==> src/iprs_pkg.sv <==
// iprs_pkg: register map, field layout and timing constants
package iprs_pkg;
    // register indices; byte address is four times the index
    localparam logic [7:0] IDX_TIME_BASE = 8'hC3;
    localparam logic [7:0] IDX_PWR_CTRL = 8'hE1;
    localparam logic [7:0] IDX_RDIS_0 = 8'hE2;
    localparam logic [7:0] IDX_RDIS_1 = 8'hE3;
    localparam logic [7:0] IDX_RDIS_2 = 8'hE4;
    localparam logic [7:0] IDX_RDIS_3 = 8'hE5;
    localparam logic [7:0] IDX_RDIS_4 = 8'hE6;
    localparam logic [7:0] IDX_RDIS_5 = 8'hE7;
    localparam logic [7:0] IDX_RUN_CTRL = 8'hF0;
    localparam logic [7:0] IDX_IRQ_STAT = 8'hF1;
    localparam logic [7:0] IDX_IRQ_MASK = 8'hF2;
    localparam logic [7:0] IDX_ACTIVE = 8'hF3;
    // reset values
    localparam logic [15:0] RST_SETTING = 16'h0000;
    // time base field and codes
    localparam int TB_W = 4;
    localparam logic [3:0] TB_10MS = 4'h0;
    localparam logic [3:0] TB_1MS = 4'h1;
    localparam logic [3:0] TB_100US = 4'h2;
    localparam logic [6:0] SUB_PER_10MS = 7'h64;
    localparam logic [6:0] SUB_PER_1MS = 7'h0A;
    localparam logic [6:0] SUB_PER_100US = 7'h01;
    // power-off word layout
    localparam int PWR_DLY_W = 8;
    localparam int PWR_EN_BIT = 15;
    localparam logic [7:0] PWR_DLY_MAX = 8'h0A;
    // run control bits
    localparam int RUN_BIT = 0;
    localparam int HALT_CLR_BIT = 1;
    // interrupt status bits
    localparam int IRQ_W = 3;
    localparam int IRQ_CONFIRM = 0;
    localparam int IRQ_HOST_FAULT = 1;
    localparam int IRQ_SKIP = 2;
    // refresh units
    localparam int UNITS = 96;
    localparam logic [6:0] UNIT_LIMIT = 7'h60;
    localparam logic [3:0] WORDS_PER_UNIT = 4'hA;
    // timing
    localparam int CLK_MHZ = 125;
    localparam int SUB_TICK_NS = 100000;
    localparam int SUB_TICK_CYC = SUB_TICK_NS * CLK_MHZ / 1000;
    localparam logic [3:0] SUB_PER_MS = 4'hA;
endpackage : iprs_pkg

==> src/iprs_pwr_delay.sv <==
// iprs_pwr_delay: counts millisecond ticks from supply-drop detection
`timescale 1ns/100ps
`default_nettype none
module iprs_pwr_delay (
    input wire logic core_clk_i,
    input wire logic rstn_i,
    input wire logic detect_i,
    input wire logic ms_tick_i,
    input wire logic [7:0] delay_i,
    output logic confirm_o
);
    logic [7:0] cnt_reg;
    logic [7:0] dly_eff;

    // settings above the top code are clipped so the wait stays bounded
    assign dly_eff = (delay_i > iprs_pkg::PWR_DLY_MAX) ?
                     iprs_pkg::PWR_DLY_MAX : delay_i;

    // counter cleared while no drop is seen, stops once confirmed
    always_ff @(posedge core_clk_i or negedge rstn_i) begin
        if (!rstn_i) begin
            cnt_reg <= 8'h00;
        end else if (!detect_i) begin
            cnt_reg <= 8'h00;
        end else if (ms_tick_i && (cnt_reg < dly_eff)) begin
            cnt_reg <= cnt_reg + 8'h01;
        end
    end

    // confirmation holds until the drop goes away
    always_ff @(posedge core_clk_i or negedge rstn_i) begin
        if (!rstn_i) begin
            confirm_o <= 1'b0;
        end else begin
            confirm_o <= detect_i && (cnt_reg == dly_eff);
        end
    end

    a_confirm_count: assert property (@(posedge core_clk_i)
        disable iff (!rstn_i) $rose(confirm_o) |-> $past(cnt_reg) == dly_eff)
        else $error("confirmation before programmed count");
endmodule : iprs_pwr_delay
`default_nettype wire

==> src/iprs_top.sv <==
// iprs_top: interrupt, power-off and refresh setup register bank
// Function
// - Time-base code: 0 is 10 ms, 1 is 1 ms, 2 is 0.1 ms; default 0.
// - The time base is taken only at run start, never while running.
// - Drop confirmation waits 0 to 10 ms in 1 ms steps; default none.
// - With the power-off task enabled, a confirmed drop launches it.
// - With the task disabled, a confirmed drop resets the CPU and halts.
// - Bit 15 of the power-off word enables the task; default off.
// - Delay and enable are taken at startup or run start only.
// - One disable bit per module; a set bit skips its 10-word exchange.
// - An explicit refresh instruction serves a disabled module too.
`timescale 1ns/100ps
`default_nettype none
module iprs_top #(
    parameter int TICK_CYCLES = iprs_pkg::SUB_TICK_CYC
) (
    input wire logic core_clk_i,
    input wire logic rstn_i,
    // avalon-mm slave
    input wire logic [9:0] avs_address_i,
    input wire logic avs_read_i,
    input wire logic avs_write_i,
    input wire logic [31:0] avs_writedata_i,
    output logic [31:0] avs_readdata_o,
    output logic avs_waitrequest_o,
    // supply supervision
    input wire logic pwr_drop_i,
    output logic pwr_task_o,
    output logic cpu_reset_o,
    // operation state
    output logic run_o,
    output logic sched_tick_o,
    output logic [3:0] time_base_o,
    // refresh requests from the scan sequencer
    input wire logic refresh_req_i,
    input wire logic [6:0] refresh_unit_i,
    input wire logic io_refresh_instruction_i,
    output logic refresh_go_o,
    output logic refresh_skip_o,
    output logic [9:0] refresh_base_o,
    // module supervision
    input wire logic host_fault_indicator_i,
    output logic irq_o
);
    logic [15:0] tb_reg;
    logic [15:0] pwr_reg;
    logic [95:0] rdis_reg;
    logic [3:0] tb_act_reg;
    logic [7:0] dly_act_reg;
    logic en_act_reg;
    logic [95:0] rdis_act_reg;
    logic startup_reg;
    logic halt_reg;
    logic [2:0] irq_stat_reg;
    logic [2:0] irq_stat_next;
    logic [2:0] irq_mask_reg;
    logic [15:0] sub_cnt_reg;
    logic sub_tick_reg;
    logic [3:0] ms_cnt_reg;
    logic ms_tick;
    logic [6:0] sched_cnt_reg;
    logic [6:0] sched_len;
    logic confirm;
    logic confirm_d_reg;
    logic confirm_rise;
    logic [7:0] idx;
    logic bus_req;
    logic wr_acc;
    logic run_start;
    logic capture;
    logic req_ok;
    logic go;
    logic [31:0] rd_mux;

    // decode of one 16-bit slice of the disable bank
    function automatic logic [15:0] rdis_word(input logic [95:0] bank,
                                              input logic [2:0] sel);
        rdis_word = bank[sel * 16 +: 16];
    endfunction : rdis_word

    // base of a module's allocated words in the refresh area
    function automatic logic [9:0] unit_base(input logic [6:0] unit);
        unit_base = 10'(unit) * 10'(iprs_pkg::WORDS_PER_UNIT);
    endfunction : unit_base

    assign idx = avs_address_i[9:2];
    assign bus_req = avs_read_i || avs_write_i;
    // a write lands at the edge where waitrequest is seen low
    assign wr_acc = avs_write_i && !avs_waitrequest_o;
    assign run_start = wr_acc && (idx == iprs_pkg::IDX_RUN_CTRL) &&
                       avs_writedata_i[iprs_pkg::RUN_BIT] &&
                       !run_o && !halt_reg;
    assign capture = startup_reg || run_start;

    // one wait state: waitrequest drops for one cycle after a request
    always_ff @(posedge core_clk_i or negedge rstn_i) begin
        if (!rstn_i) begin
            avs_waitrequest_o <= 1'b1;
        end else begin
            avs_waitrequest_o <= !(bus_req && avs_waitrequest_o);
        end
    end

    // read mux; unmapped indices read as zero
    always_comb begin
        rd_mux = 32'h0000_0000;
        case (idx)
            iprs_pkg::IDX_TIME_BASE: rd_mux[15:0] = tb_reg;
            iprs_pkg::IDX_PWR_CTRL: rd_mux[15:0] = pwr_reg;
            iprs_pkg::IDX_RDIS_0: rd_mux[15:0] = rdis_word(rdis_reg, 3'h0);
            iprs_pkg::IDX_RDIS_1: rd_mux[15:0] = rdis_word(rdis_reg, 3'h1);
            iprs_pkg::IDX_RDIS_2: rd_mux[15:0] = rdis_word(rdis_reg, 3'h2);
            iprs_pkg::IDX_RDIS_3: rd_mux[15:0] = rdis_word(rdis_reg, 3'h3);
            iprs_pkg::IDX_RDIS_4: rd_mux[15:0] = rdis_word(rdis_reg, 3'h4);
            iprs_pkg::IDX_RDIS_5: rd_mux[15:0] = rdis_word(rdis_reg, 3'h5);
            iprs_pkg::IDX_RUN_CTRL: rd_mux[3:0] = {confirm, pwr_drop_i,
                                                  halt_reg, run_o};
            iprs_pkg::IDX_IRQ_STAT: rd_mux[2:0] = irq_stat_reg;
            iprs_pkg::IDX_IRQ_MASK: rd_mux[2:0] = irq_mask_reg;
            iprs_pkg::IDX_ACTIVE: rd_mux[15:0] = {en_act_reg, 3'h0,
                                                 tb_act_reg, dly_act_reg};
            default: rd_mux = 32'h0000_0000;
        endcase
    end

    // read data registered so they stand with waitrequest low
    always_ff @(posedge core_clk_i or negedge rstn_i) begin
        if (!rstn_i) begin
            avs_readdata_o <= 32'h0000_0000;
        end else if (avs_read_i && avs_waitrequest_o) begin
            avs_readdata_o <= rd_mux;
        end
    end

    // software-visible settings; free to change at any time
    always_ff @(posedge core_clk_i or negedge rstn_i) begin
        if (!rstn_i) begin
            tb_reg <= iprs_pkg::RST_SETTING;
            pwr_reg <= iprs_pkg::RST_SETTING;
            rdis_reg <= '0;
        end else if (wr_acc) begin
            case (idx)
                iprs_pkg::IDX_TIME_BASE: tb_reg <= avs_writedata_i[15:0];
                iprs_pkg::IDX_PWR_CTRL: pwr_reg <= avs_writedata_i[15:0];
                iprs_pkg::IDX_RDIS_0: rdis_reg[15:0] <= avs_writedata_i[15:0];
                iprs_pkg::IDX_RDIS_1: rdis_reg[31:16] <= avs_writedata_i[15:0];
                iprs_pkg::IDX_RDIS_2: rdis_reg[47:32] <= avs_writedata_i[15:0];
                iprs_pkg::IDX_RDIS_3: rdis_reg[63:48] <= avs_writedata_i[15:0];
                iprs_pkg::IDX_RDIS_4: rdis_reg[79:64] <= avs_writedata_i[15:0];
                iprs_pkg::IDX_RDIS_5: rdis_reg[95:80] <= avs_writedata_i[15:0];
                default: ;
            endcase
        end
    end

    // startup marker: the cycle right after reset release counts as startup
    always_ff @(posedge core_clk_i or negedge rstn_i) begin
        if (!rstn_i) begin
            startup_reg <= 1'b1;
        end else begin
            startup_reg <= 1'b0;
        end
    end

    // time base taken only at start of operation
    always_ff @(posedge core_clk_i or negedge rstn_i) begin
        if (!rstn_i) begin
            tb_act_reg <= iprs_pkg::TB_10MS;
        end else if (run_start) begin
            tb_act_reg <= tb_reg[iprs_pkg::TB_W-1:0];
        end
    end

    // power-off delay, enable and refresh disables taken at startup or start
    always_ff @(posedge core_clk_i or negedge rstn_i) begin
        if (!rstn_i) begin
            dly_act_reg <= 8'h00;
            en_act_reg <= 1'b0;
            rdis_act_reg <= '0;
        end else if (capture) begin
            dly_act_reg <= pwr_reg[iprs_pkg::PWR_DLY_W-1:0];
            en_act_reg <= pwr_reg[iprs_pkg::PWR_EN_BIT];
            rdis_act_reg <= rdis_reg;
        end
    end

    // run and halt; a halt holds the processor reset until software clears it
    always_ff @(posedge core_clk_i or negedge rstn_i) begin
        if (!rstn_i) begin
            run_o <= 1'b0;
            halt_reg <= 1'b0;
            cpu_reset_o <= 1'b0;
        end else if (confirm_rise && !en_act_reg) begin
            run_o <= 1'b0;
            halt_reg <= 1'b1;
            cpu_reset_o <= 1'b1;
        end else if (wr_acc && (idx == iprs_pkg::IDX_RUN_CTRL)) begin
            if (halt_reg) begin
                halt_reg <= !avs_writedata_i[iprs_pkg::HALT_CLR_BIT];
                cpu_reset_o <= !avs_writedata_i[iprs_pkg::HALT_CLR_BIT];
            end else begin
                run_o <= avs_writedata_i[iprs_pkg::RUN_BIT];
            end
        end
    end

    // 0.1 ms prescaler; long count kept as a parameter for simulation
    always_ff @(posedge core_clk_i or negedge rstn_i) begin
        if (!rstn_i) begin
            sub_cnt_reg <= 16'h0000;
            sub_tick_reg <= 1'b0;
        end else if (sub_cnt_reg == 16'(TICK_CYCLES - 1)) begin
            sub_cnt_reg <= 16'h0000;
            sub_tick_reg <= 1'b1;
        end else begin
            sub_cnt_reg <= sub_cnt_reg + 16'h0001;
            sub_tick_reg <= 1'b0;
        end
    end

    // millisecond tick; free running, so the first delay step may be short
    assign ms_tick = sub_tick_reg &&
                     (ms_cnt_reg == iprs_pkg::SUB_PER_MS - 4'h1);
    always_ff @(posedge core_clk_i or negedge rstn_i) begin
        if (!rstn_i) begin
            ms_cnt_reg <= 4'h0;
        end else if (ms_tick) begin
            ms_cnt_reg <= 4'h0;
        end else if (sub_tick_reg) begin
            ms_cnt_reg <= ms_cnt_reg + 4'h1;
        end
    end

    // scheduled tick length from the captured code; unused codes act as 10 ms
    always_comb begin
        case (tb_act_reg)
            iprs_pkg::TB_1MS: sched_len = iprs_pkg::SUB_PER_1MS;
            iprs_pkg::TB_100US: sched_len = iprs_pkg::SUB_PER_100US;
            default: sched_len = iprs_pkg::SUB_PER_10MS;
        endcase
    end

    // scheduled interrupt base tick, only while running
    always_ff @(posedge core_clk_i or negedge rstn_i) begin
        if (!rstn_i) begin
            sched_cnt_reg <= 7'h00;
            sched_tick_o <= 1'b0;
        end else if (!run_o) begin
            sched_cnt_reg <= 7'h00;
            sched_tick_o <= 1'b0;
        end else if (sub_tick_reg) begin
            if (sched_cnt_reg >= sched_len - 7'h01) begin
                sched_cnt_reg <= 7'h00;
                sched_tick_o <= 1'b1;
            end else begin
                sched_cnt_reg <= sched_cnt_reg + 7'h01;
                sched_tick_o <= 1'b0;
            end
        end else begin
            sched_tick_o <= 1'b0;
        end
    end

    // captured time base mirrored out for the scheduler
    always_ff @(posedge core_clk_i or negedge rstn_i) begin
        if (!rstn_i) begin
            time_base_o <= iprs_pkg::TB_10MS;
        end else begin
            time_base_o <= tb_act_reg;
        end
    end

    // confirmation delay counter
    iprs_pwr_delay u_delay (
        .core_clk_i(core_clk_i),
        .rstn_i(rstn_i),
        .detect_i(pwr_drop_i),
        .ms_tick_i(ms_tick),
        .delay_i(dly_act_reg),
        .confirm_o(confirm)
    );

    assign confirm_rise = confirm && !confirm_d_reg;

    // power-off task launch is a one-cycle request
    always_ff @(posedge core_clk_i or negedge rstn_i) begin
        if (!rstn_i) begin
            confirm_d_reg <= 1'b0;
            pwr_task_o <= 1'b0;
        end else begin
            confirm_d_reg <= confirm;
            pwr_task_o <= confirm_rise && en_act_reg;
        end
    end

    // refresh gate: explicit instructions bypass the cyclic disable
    assign req_ok = refresh_req_i && (refresh_unit_i < iprs_pkg::UNIT_LIMIT);
    assign go = req_ok && (io_refresh_instruction_i ||
                !rdis_act_reg[refresh_unit_i]);
    always_ff @(posedge core_clk_i or negedge rstn_i) begin
        if (!rstn_i) begin
            refresh_go_o <= 1'b0;
            refresh_skip_o <= 1'b0;
            refresh_base_o <= 10'h000;
        end else begin
            refresh_go_o <= go;
            refresh_skip_o <= req_ok && !go;
            if (req_ok) begin
                refresh_base_o <= unit_base(refresh_unit_i);
            end
        end
    end

    // sticky events; a new event wins over a same-cycle write-one clear
    always_comb begin
        irq_stat_next = irq_stat_reg;
        if (wr_acc && (idx == iprs_pkg::IDX_IRQ_STAT)) begin
            irq_stat_next = irq_stat_reg & ~avs_writedata_i[2:0];
        end
        irq_stat_next[iprs_pkg::IRQ_CONFIRM] =
            irq_stat_next[iprs_pkg::IRQ_CONFIRM] | confirm_rise;
        // the module raises this after its 11 s supervision lapses
        irq_stat_next[iprs_pkg::IRQ_HOST_FAULT] =
            irq_stat_next[iprs_pkg::IRQ_HOST_FAULT] | host_fault_indicator_i;
        irq_stat_next[iprs_pkg::IRQ_SKIP] =
            irq_stat_next[iprs_pkg::IRQ_SKIP] | (req_ok && !go);
    end

    // status, mask and the level interrupt
    always_ff @(posedge core_clk_i or negedge rstn_i) begin
        if (!rstn_i) begin
            irq_stat_reg <= 3'h0;
            irq_mask_reg <= 3'h0;
            irq_o <= 1'b0;
        end else begin
            irq_stat_reg <= irq_stat_next;
            irq_o <= |(irq_stat_next & irq_mask_reg);
            if (wr_acc && (idx == iprs_pkg::IDX_IRQ_MASK)) begin
                irq_mask_reg <= avs_writedata_i[2:0];
            end
        end
    end

    a_tb_held_run: assert property (@(posedge core_clk_i)
        disable iff (!rstn_i) (run_o && $past(run_o)) |-> $stable(tb_act_reg))
        else $error("time base changed while running");

    a_pwr_held_run: assert property (@(posedge core_clk_i)
        disable iff (!rstn_i)
        (run_o && $past(run_o)) |->
        ($stable(dly_act_reg) && $stable(en_act_reg)))
        else $error("power-off settings changed while running");

    a_enable_capture: assert property (@(posedge core_clk_i)
        disable iff (!rstn_i)
        $past(startup_reg) |-> en_act_reg == $past(pwr_reg[15]))
        else $error("enable bit not captured at startup");

    a_task_launch: assert property (@(posedge core_clk_i)
        disable iff (!rstn_i)
        ($rose(confirm) && en_act_reg) |=> (pwr_task_o && !cpu_reset_o))
        else $error("power-off task not launched");

    a_halt_reset: assert property (@(posedge core_clk_i)
        disable iff (!rstn_i)
        ($rose(confirm) && !en_act_reg) |=>
        (cpu_reset_o && !run_o && !pwr_task_o))
        else $error("no reset and halt on confirmed drop");

    a_zero_delay: assert property (@(posedge core_clk_i)
        disable iff (!rstn_i)
        ($rose(pwr_drop_i) && dly_act_reg == 8'h00 && $stable(dly_act_reg))
        |=> confirm)
        else $error("zero delay did not confirm next cycle");

    a_refresh_skip: assert property (@(posedge core_clk_i)
        disable iff (!rstn_i)
        (req_ok && !io_refresh_instruction_i && rdis_act_reg[refresh_unit_i])
        |=> (!refresh_go_o && refresh_skip_o))
        else $error("disabled unit refreshed cyclically");

    a_explicit_go: assert property (@(posedge core_clk_i)
        disable iff (!rstn_i)
        (req_ok && io_refresh_instruction_i)
        |=> (refresh_go_o &&
             refresh_base_o == 10'($past(refresh_unit_i) * 10)))
        else $error("explicit refresh not granted");

    a_tb_tick_gap: assert property (@(posedge core_clk_i)
        disable iff (!rstn_i)
        (sched_tick_o && tb_act_reg == 4'h2 && run_o) |-> ##1 !sched_tick_o)
        else $error("scheduled tick longer than one cycle");
endmodule : iprs_top
`default_nettype wire

==> config.mk <==
export PLATFORM = sky130hd
export DESIGN_NAME = iprs_top
export DESIGN_NICKNAME = d
export VERILOG_FILES = /design/src/iprs_pkg.sv /design/src/iprs_pwr_delay.sv /design/src/iprs_top.sv
export SDC_FILE = /design/constraint.sdc
export NUM_CORES = 1
export LEC_CHECK = 0
export BUFFER_PORTS_ARGS = -buffer_cell sky130_fd_sc_hd__buf_2
export CAP_MARGIN = 20
export CORE_AREA = 2 2 169 171
export DETAILED_ROUTE_END_ITERATION = 8
export DIE_AREA = 0 0 171 173
export PLACE_DENSITY = 0.87
export SLEW_MARGIN = 20
export SYNTH_ARGS = -nofsm -noshare
export SYNTH_HDL_FRONTEND = slang
export SYNTH_SLANG_ARGS = --single-unit
==> constraint.sdc <==
create_clock -name core_clk_i -period 3.2 [get_ports core_clk_i]
set_clock_uncertainty 0.15 [all_clocks]
set_input_delay 0.64 -clock core_clk_i [delete_from_list [all_inputs] [get_ports core_clk_i]]
set_output_delay 0.64 -clock core_clk_i [all_outputs]
set_load 0.03 [all_outputs]
==> results of run 1 <==
[cell type report]
cell class                 instances  area, sq um
fill                            1956        10200
sequential                       320         8010
multi-input combinational        778         6840
timing repair buffer             132          957
inverter                          10         37.5
tap                              378          473
clock inverter                    10          115
clock buffer                      51         1050
[cells in the mapped netlist, drive strengths merged (9+ instances only)]
cell,count
o21ai,48
nand2b,14
inv,9
nor3,12
mux2,253
clkbuf,40
a21o,10
nor2,41
nand3,24
dfrtp,318
mux4,28
xor2,12
a221oi,12
a22o,10
and3,9
ha,31
mux2i,15
a22oi,20
nand2,84
a21oi,26
buf,39
[logic make-up (layout without fill, tap and decap cells)]
family,count (synthesis),count (layout),share of synthesized area
xor+xnor,20,20,0.0116
fa+ha+maj,32,32,0.0270
simple gates,231,232,0.0799
mux,296,296,0.241
compound gates,175,175,0.0788
other cells,2,23,0.000498
buf+inv,89,203,0.0308
flops,320,320,0.531
[worst max path at each step]
stage,cells past startpoint,slack (ns),from,to
4_1_cts,12,0.003,tb_act_reg[3],sched_cnt_reg[2]
2_1_floorplan,12,0.12,tb_act_reg[3],sched_cnt_reg[3]
3_5_place_dp,11,-0.14,tb_act_reg[3],sched_cnt_reg[4]
6_report,10,0.05,tb_act_reg[2],sched_cnt_reg[3]
5_1_grt,10,-0.01,tb_act_reg[2],sched_cnt_reg[3]
3_3_place_gp,8,0.01,refresh_unit_i[1],irq_o
[repair_timing]
item,CTS,global route
setup endpoints to repair,12,13
gates resized for setup,6,14
buffers inserted,0,3
hold buffers,1,0
pin swaps,4,13
endpoints found under the hold margin,45,0
cloned,1,0
[power by group through the flow]
stage	clock, W	combinational (W)	sequential (W)
after floorplan	0	0.000377	0.00436
after global placement	0	0.000696	0.00433
after detailed placement	0	0.000721	0.00433
after CTS	0.00409	0.000730	0.00426
after global routing	0.00428	0.000791	0.00428
final	0.00406	0.000734	0.00427
[metrics by stage]
| stage | area (sq um) | worst slack (ns) |
|---|---|---|
| final | 17500 | 0.0479 |
| after global routing | 17500 | -0.0119 |
| after CTS | 17400 | 0.00316 |
| after detailed placement | 16200 | -0.137 |
| after global placement | 16200 | 0.0127 |
| after floorplan | 15200 | 0.122 |
[critical path: cells and delay by family (launching register included)]
kind | cells | cell delay, ns
buffers and inverters | 1 | 0.15
adder cells (fa/ha/maj) | 2 | 0.52
AO/OA/AOI/OAI | 5 | 1.09
flip-flops | 1 | 0.42
AND/OR/NAND/NOR | 2 | 0.75
[per-layer routing]
metal / vias to the layer above / share of wire / global-route usage
met5: - / 0.00032 / 0
met4: 2 / 0.041 / 0.108
met3: 121 / 0.080 / 0.0568
met2: 486 / 0.49 / 0.447
met1: 5464 / 0.38 / 0.356
li1: 4479 / - / -
==> run metrics, run 1 <==
vias in the first global route 10,971; status finished, final reports clean; PD cells 519 nW/um^2; relative slew slack 0.483; register area share after synthesis 0.531; die area 29,600 sq um; row cnt 61; first-pass GRT wire length 62.4 mm; logic gate share of total power 0.081; # diodes 0; worst hold path class in -> reg; Synth Flop Type dfrtp_1; CTS tree yes; Clock transition at path regs 0.06 ns; Residual DRC 0; DR iter-0 viols 1,252; max incr delay on CP 0.58 ns; Async S/R FF share, synth 1.00; placed cell count 1,613; Pre-antenna DRT Iters 5; Setup crit end kind register; area share of the largest cell type after synthesis 0.527; GPL Wtd Cong 0.862; CTS Buffer Depth 3; Post-synth EDFFs 0; Initial Utilization 0.546; CP Launch Type register; most common cell after layout, fill and taps aside dfrtp_1; total track usage 0.273; slowest stage cell, crit path or4b_4; max_cap viols 0; Reg power frac 0.471; Psw 0.00219 W; yosys warns 0; minimum clock period 3.15 ns; post-DP HPWL 26.8 mm; Reg2Reg Setup Slack 0.05 ns; Crit path top cell by count a211o_1; synthesized area per cell 13.0 sq um; number of hold violations in the final report 0; drt total wl 40.5 mm; Final #Nets 1,366; Syn Std Cell Area 15,100 sq um; most frequent cells in the layout dfrtp_1, mux2_2, nand2_1; Die Y-Extent 173 um; Hold Crit Depth 2; Crit Reg-Reg Startpoint tb_act_reg[2]; Fmax achieved 0.317 GHz; wire per inst 24.1 um; critical path type reg -> reg; total grt overflow 0; # IOs 111; worst-skew pair later-pin latency 0.53 ns; distinct cell type count after synthesis 71; Clock power frac 0.448; Seq cells post-synth 320; crit share post-route 0.985; Int Power 0.00687 W; Max Fanout on Critical Path 5; WP data arrival 3.45 ns; hold path startpoint avs_read_i; IO buf count 75; Vias 10,552; P_leak 8.53 nW; Via density 6.28; core area 27,600 sq um; H-tree depth 2; post-layout util 0.633; worst path required time 3.50 ns; Hold WS 0.186 ns; cell-by-cell trace of the critical path or4b_4, buf_6, ha_4, ha_1, a211o_1, a21o_1, a211o_1, nand2_2, a21oi_1, a31oi_1; die width 171 um; pin count of the biggest net entering global routing 101; synthesis-to-layout area growth 15.8%; largest area contributor in the netlist dfrtp_1; Num Clock Sinks 320; Hold Path End avs_waitrequest_o; worst vdd ir 420 uV; Final Max Tran Viols 0; Setup-failing EPs final 0; Synth area leaders dfrtp_1, mux2_2, mux4_2; cells after synthesis 1,165; fraction of layout cells with a size suffix above 1 0.346; Non-Filler Instances 1,679; PnR Total Power 0.00906 W; Reg2Reg Depth 10; CTS buffer count 35; CTS Root Cell clkbuf_16; initial antenna violation count 3; Reg-to-Reg End sched_cnt_reg[3]; setup TNS 0 ns; Net Sw Frac 0.242; Slew @ Worst Pin 0.773 ns; Antenna Nets Post-Route 0
Power figures use the tool's default switching activity.
==> run 2: changes to the inputs <==
--- a/config.mk
+++ b/config.mk
@@ -7,9 +7,9 @@
 export LEC_CHECK = 0
 export BUFFER_PORTS_ARGS = -buffer_cell sky130_fd_sc_hd__buf_2
 export CAP_MARGIN = 20
-export CORE_AREA = 2 2 169 171
+export CORE_AREA = 2 2 152 191
 export DETAILED_ROUTE_END_ITERATION = 8
-export DIE_AREA = 0 0 171 173
+export DIE_AREA = 0 0 154 193
 export PLACE_DENSITY = 0.87
 export SLEW_MARGIN = 20
 export SYNTH_ARGS = -nofsm -noshare
==> run 2 against run 1 <==
  * Maximum frequency is 1.0% higher
  * Core utilization is 1.9 points lower
  * Sequential power hardly changed
  * Critical path depth is 1 higher
  * Clock-buffer cell count is 11 lower
  * Cell count is 2.1% lower
  * Wire length is 2.1% lower
  * Total power is 4.3% lower
  * Final area is 1.4% lower
  * Sequential share of layout area is 0.66 points higher
==> run metrics, run 2 (same netlist as run 1, synthesis figures left out) <==
status finished, final reports clean; P_leak 8.42 nW; PnR Total Power 0.00867 W; post-layout util 0.614; most frequent cells in the layout dfrtp_1, mux2_2, nand2_1; Num Clock Sinks 320; GPL Wtd Cong 0.912; Slew @ Worst Pin 0.823 ns; Final #Nets 1,356; synthesis-to-layout area growth 14.2%; CTS buffer count 31; crit share post-route 0.975; Final Max Tran Viols 0; max_cap viols 0; vias in the first global route 10,931; number of hold violations in the final report 0; CTS tree yes; Multi-input gate area 6820 sq um; Max Fanout on Critical Path 5; Pre-antenna DRT Iters 7; Vias 10,544; IO buf count 75; core area 28,100 sq um; Clock transition at path regs 0.06 ns; drt total wl 39.6 mm; Hold WS 0.128 ns; Reg2Reg Depth 11; CP Launch Type register; WP data arrival 3.45 ns; CTS Buffer Depth 3; Layout fillers 1,967; CTS Root Cell clkbuf_16; Initial Utilization 0.538; minimum clock period 3.12 ns; Hold Crit Depth 2; H-tree depth 1; PD cells 503 nW/um^2; post-DP HPWL 27.0 mm; row cnt 69; # IOs 111; most common cell after layout, fill and taps aside dfrtp_1; first-pass GRT wire length 61.3 mm; Antenna Nets Post-Route 0; initial antenna violation count 1; Fmax achieved 0.320 GHz; Storage cell area 8010 sq um; Residual DRC 0; relative slew slack 0.446; total track usage 0.266; Setup crit end kind register; Via density 6.41; Top Usage Layer GRT met2; critical path type reg -> reg; worst path required time 3.53 ns; Setup-failing EPs final 0; Die Y-Extent 193 um; pin count of the biggest net entering global routing 77; met2 Usage GRT 0.462; # diodes 0; die width 154 um; worst-skew pair later-pin latency 0.58 ns; M3 GR Usage 0.0447; DR iter-0 viols 1,012; wire per inst 24.1 um; worst vdd ir 441 uV; die area 29,700 sq um; met1 Track Usage GR 0.311; total grt overflow 0; worst hold path class in -> reg; fraction of layout cells with a size suffix above 1 0.341
==> run 2: repair_timing <==
action / 4_1_cts / 5_1_grt
cloned: 0 / 1
setup endpoints to repair: 7 / 10
endpoints found under the hold margin: 70 / 0
pin swaps: 0 / 8
hold buffers: 1 / 0
setup buffers: 0 / 3
resized for setup: 3 / 15
==> run 2: final cells by class <==
cell class | count | share of cell area
clock inverters | 15 | 0.00842
repair buffers | 126 | 0.0520
inverters | 10 | 0.00218
multi-input cells | 778 | 0.396
well taps | 355 | 0.0258
flip-flops and latches | 320 | 0.465
clock buffers | 40 | 0.0510
==> run 2: layer usage <==
layer | wire [um] | part of all wire | vias to the layer above
met5 | 7 | 0.00018 | -
met4 | 2740 | 0.069 | 2
met3 | 2790 | 0.070 | 180
met2 | 20000 | 0.50 | 556
met1 | 14100 | 0.36 | 5361
li1 | - | - | 4445
==> run 2: final timing paths <==
kind,from,end,slack (ns)
min in group asynchronous,rstn_i,refresh_base_o[8],0.48
worst min-delay path,avs_read_i,avs_waitrequest_o,0.13
worst max register to register,tb_act_reg[2],sched_cnt_reg[3],0.08
worst max-delay path,tb_act_reg[2],sched_cnt_reg[3],0.08
max in group asynchronous,rstn_i,avs_waitrequest_o,1.56
worst min register to register,u_delay.confirm_o,confirm_d_reg,0.30
==> run 2: metrics by stage <==
| stage | instances | area (sq um) | TNS (ns) | setup WS (ns) |
|---|---|---|---|---|
| after floorplan | 1186 | 15200 | 0 | 0.122 |
| after global placement | 1584 | 16100 | 0 | 0.0205 |
| after detailed placement | 1584 | 16100 | -0.925 | -0.182 |
| after CTS | 1640 | 17100 | 0 | 0.0188 |
| after global routing | 1644 | 17200 | -0.0943 | -0.0507 |
| final | 1644 | 17200 | 0 | 0.0790 |
==> run 2: where the power goes <==
group	internal (W)	switching [W]	total, W
combinational	0.000266	0.000467	0.000733
clock	0.00210	0.00158	0.00367
sequential	0.00417	0.0000971	0.00427
total	0.00653	0.00214	0.00867
==> run 2: critical path, cell delays in order (launching register included) <==
cell,delay [ns]
dfrtp_1,0.43
or4b_4,0.56
ha_4,0.17
nand2b_4,0.13
ha_1,0.29
nand2b_4,0.14
a211o_1,0.28
a21o_1,0.18
a211o_1,0.34
nand2_2,0.14
nand2b_1,0.08
a31oi_1,0.15
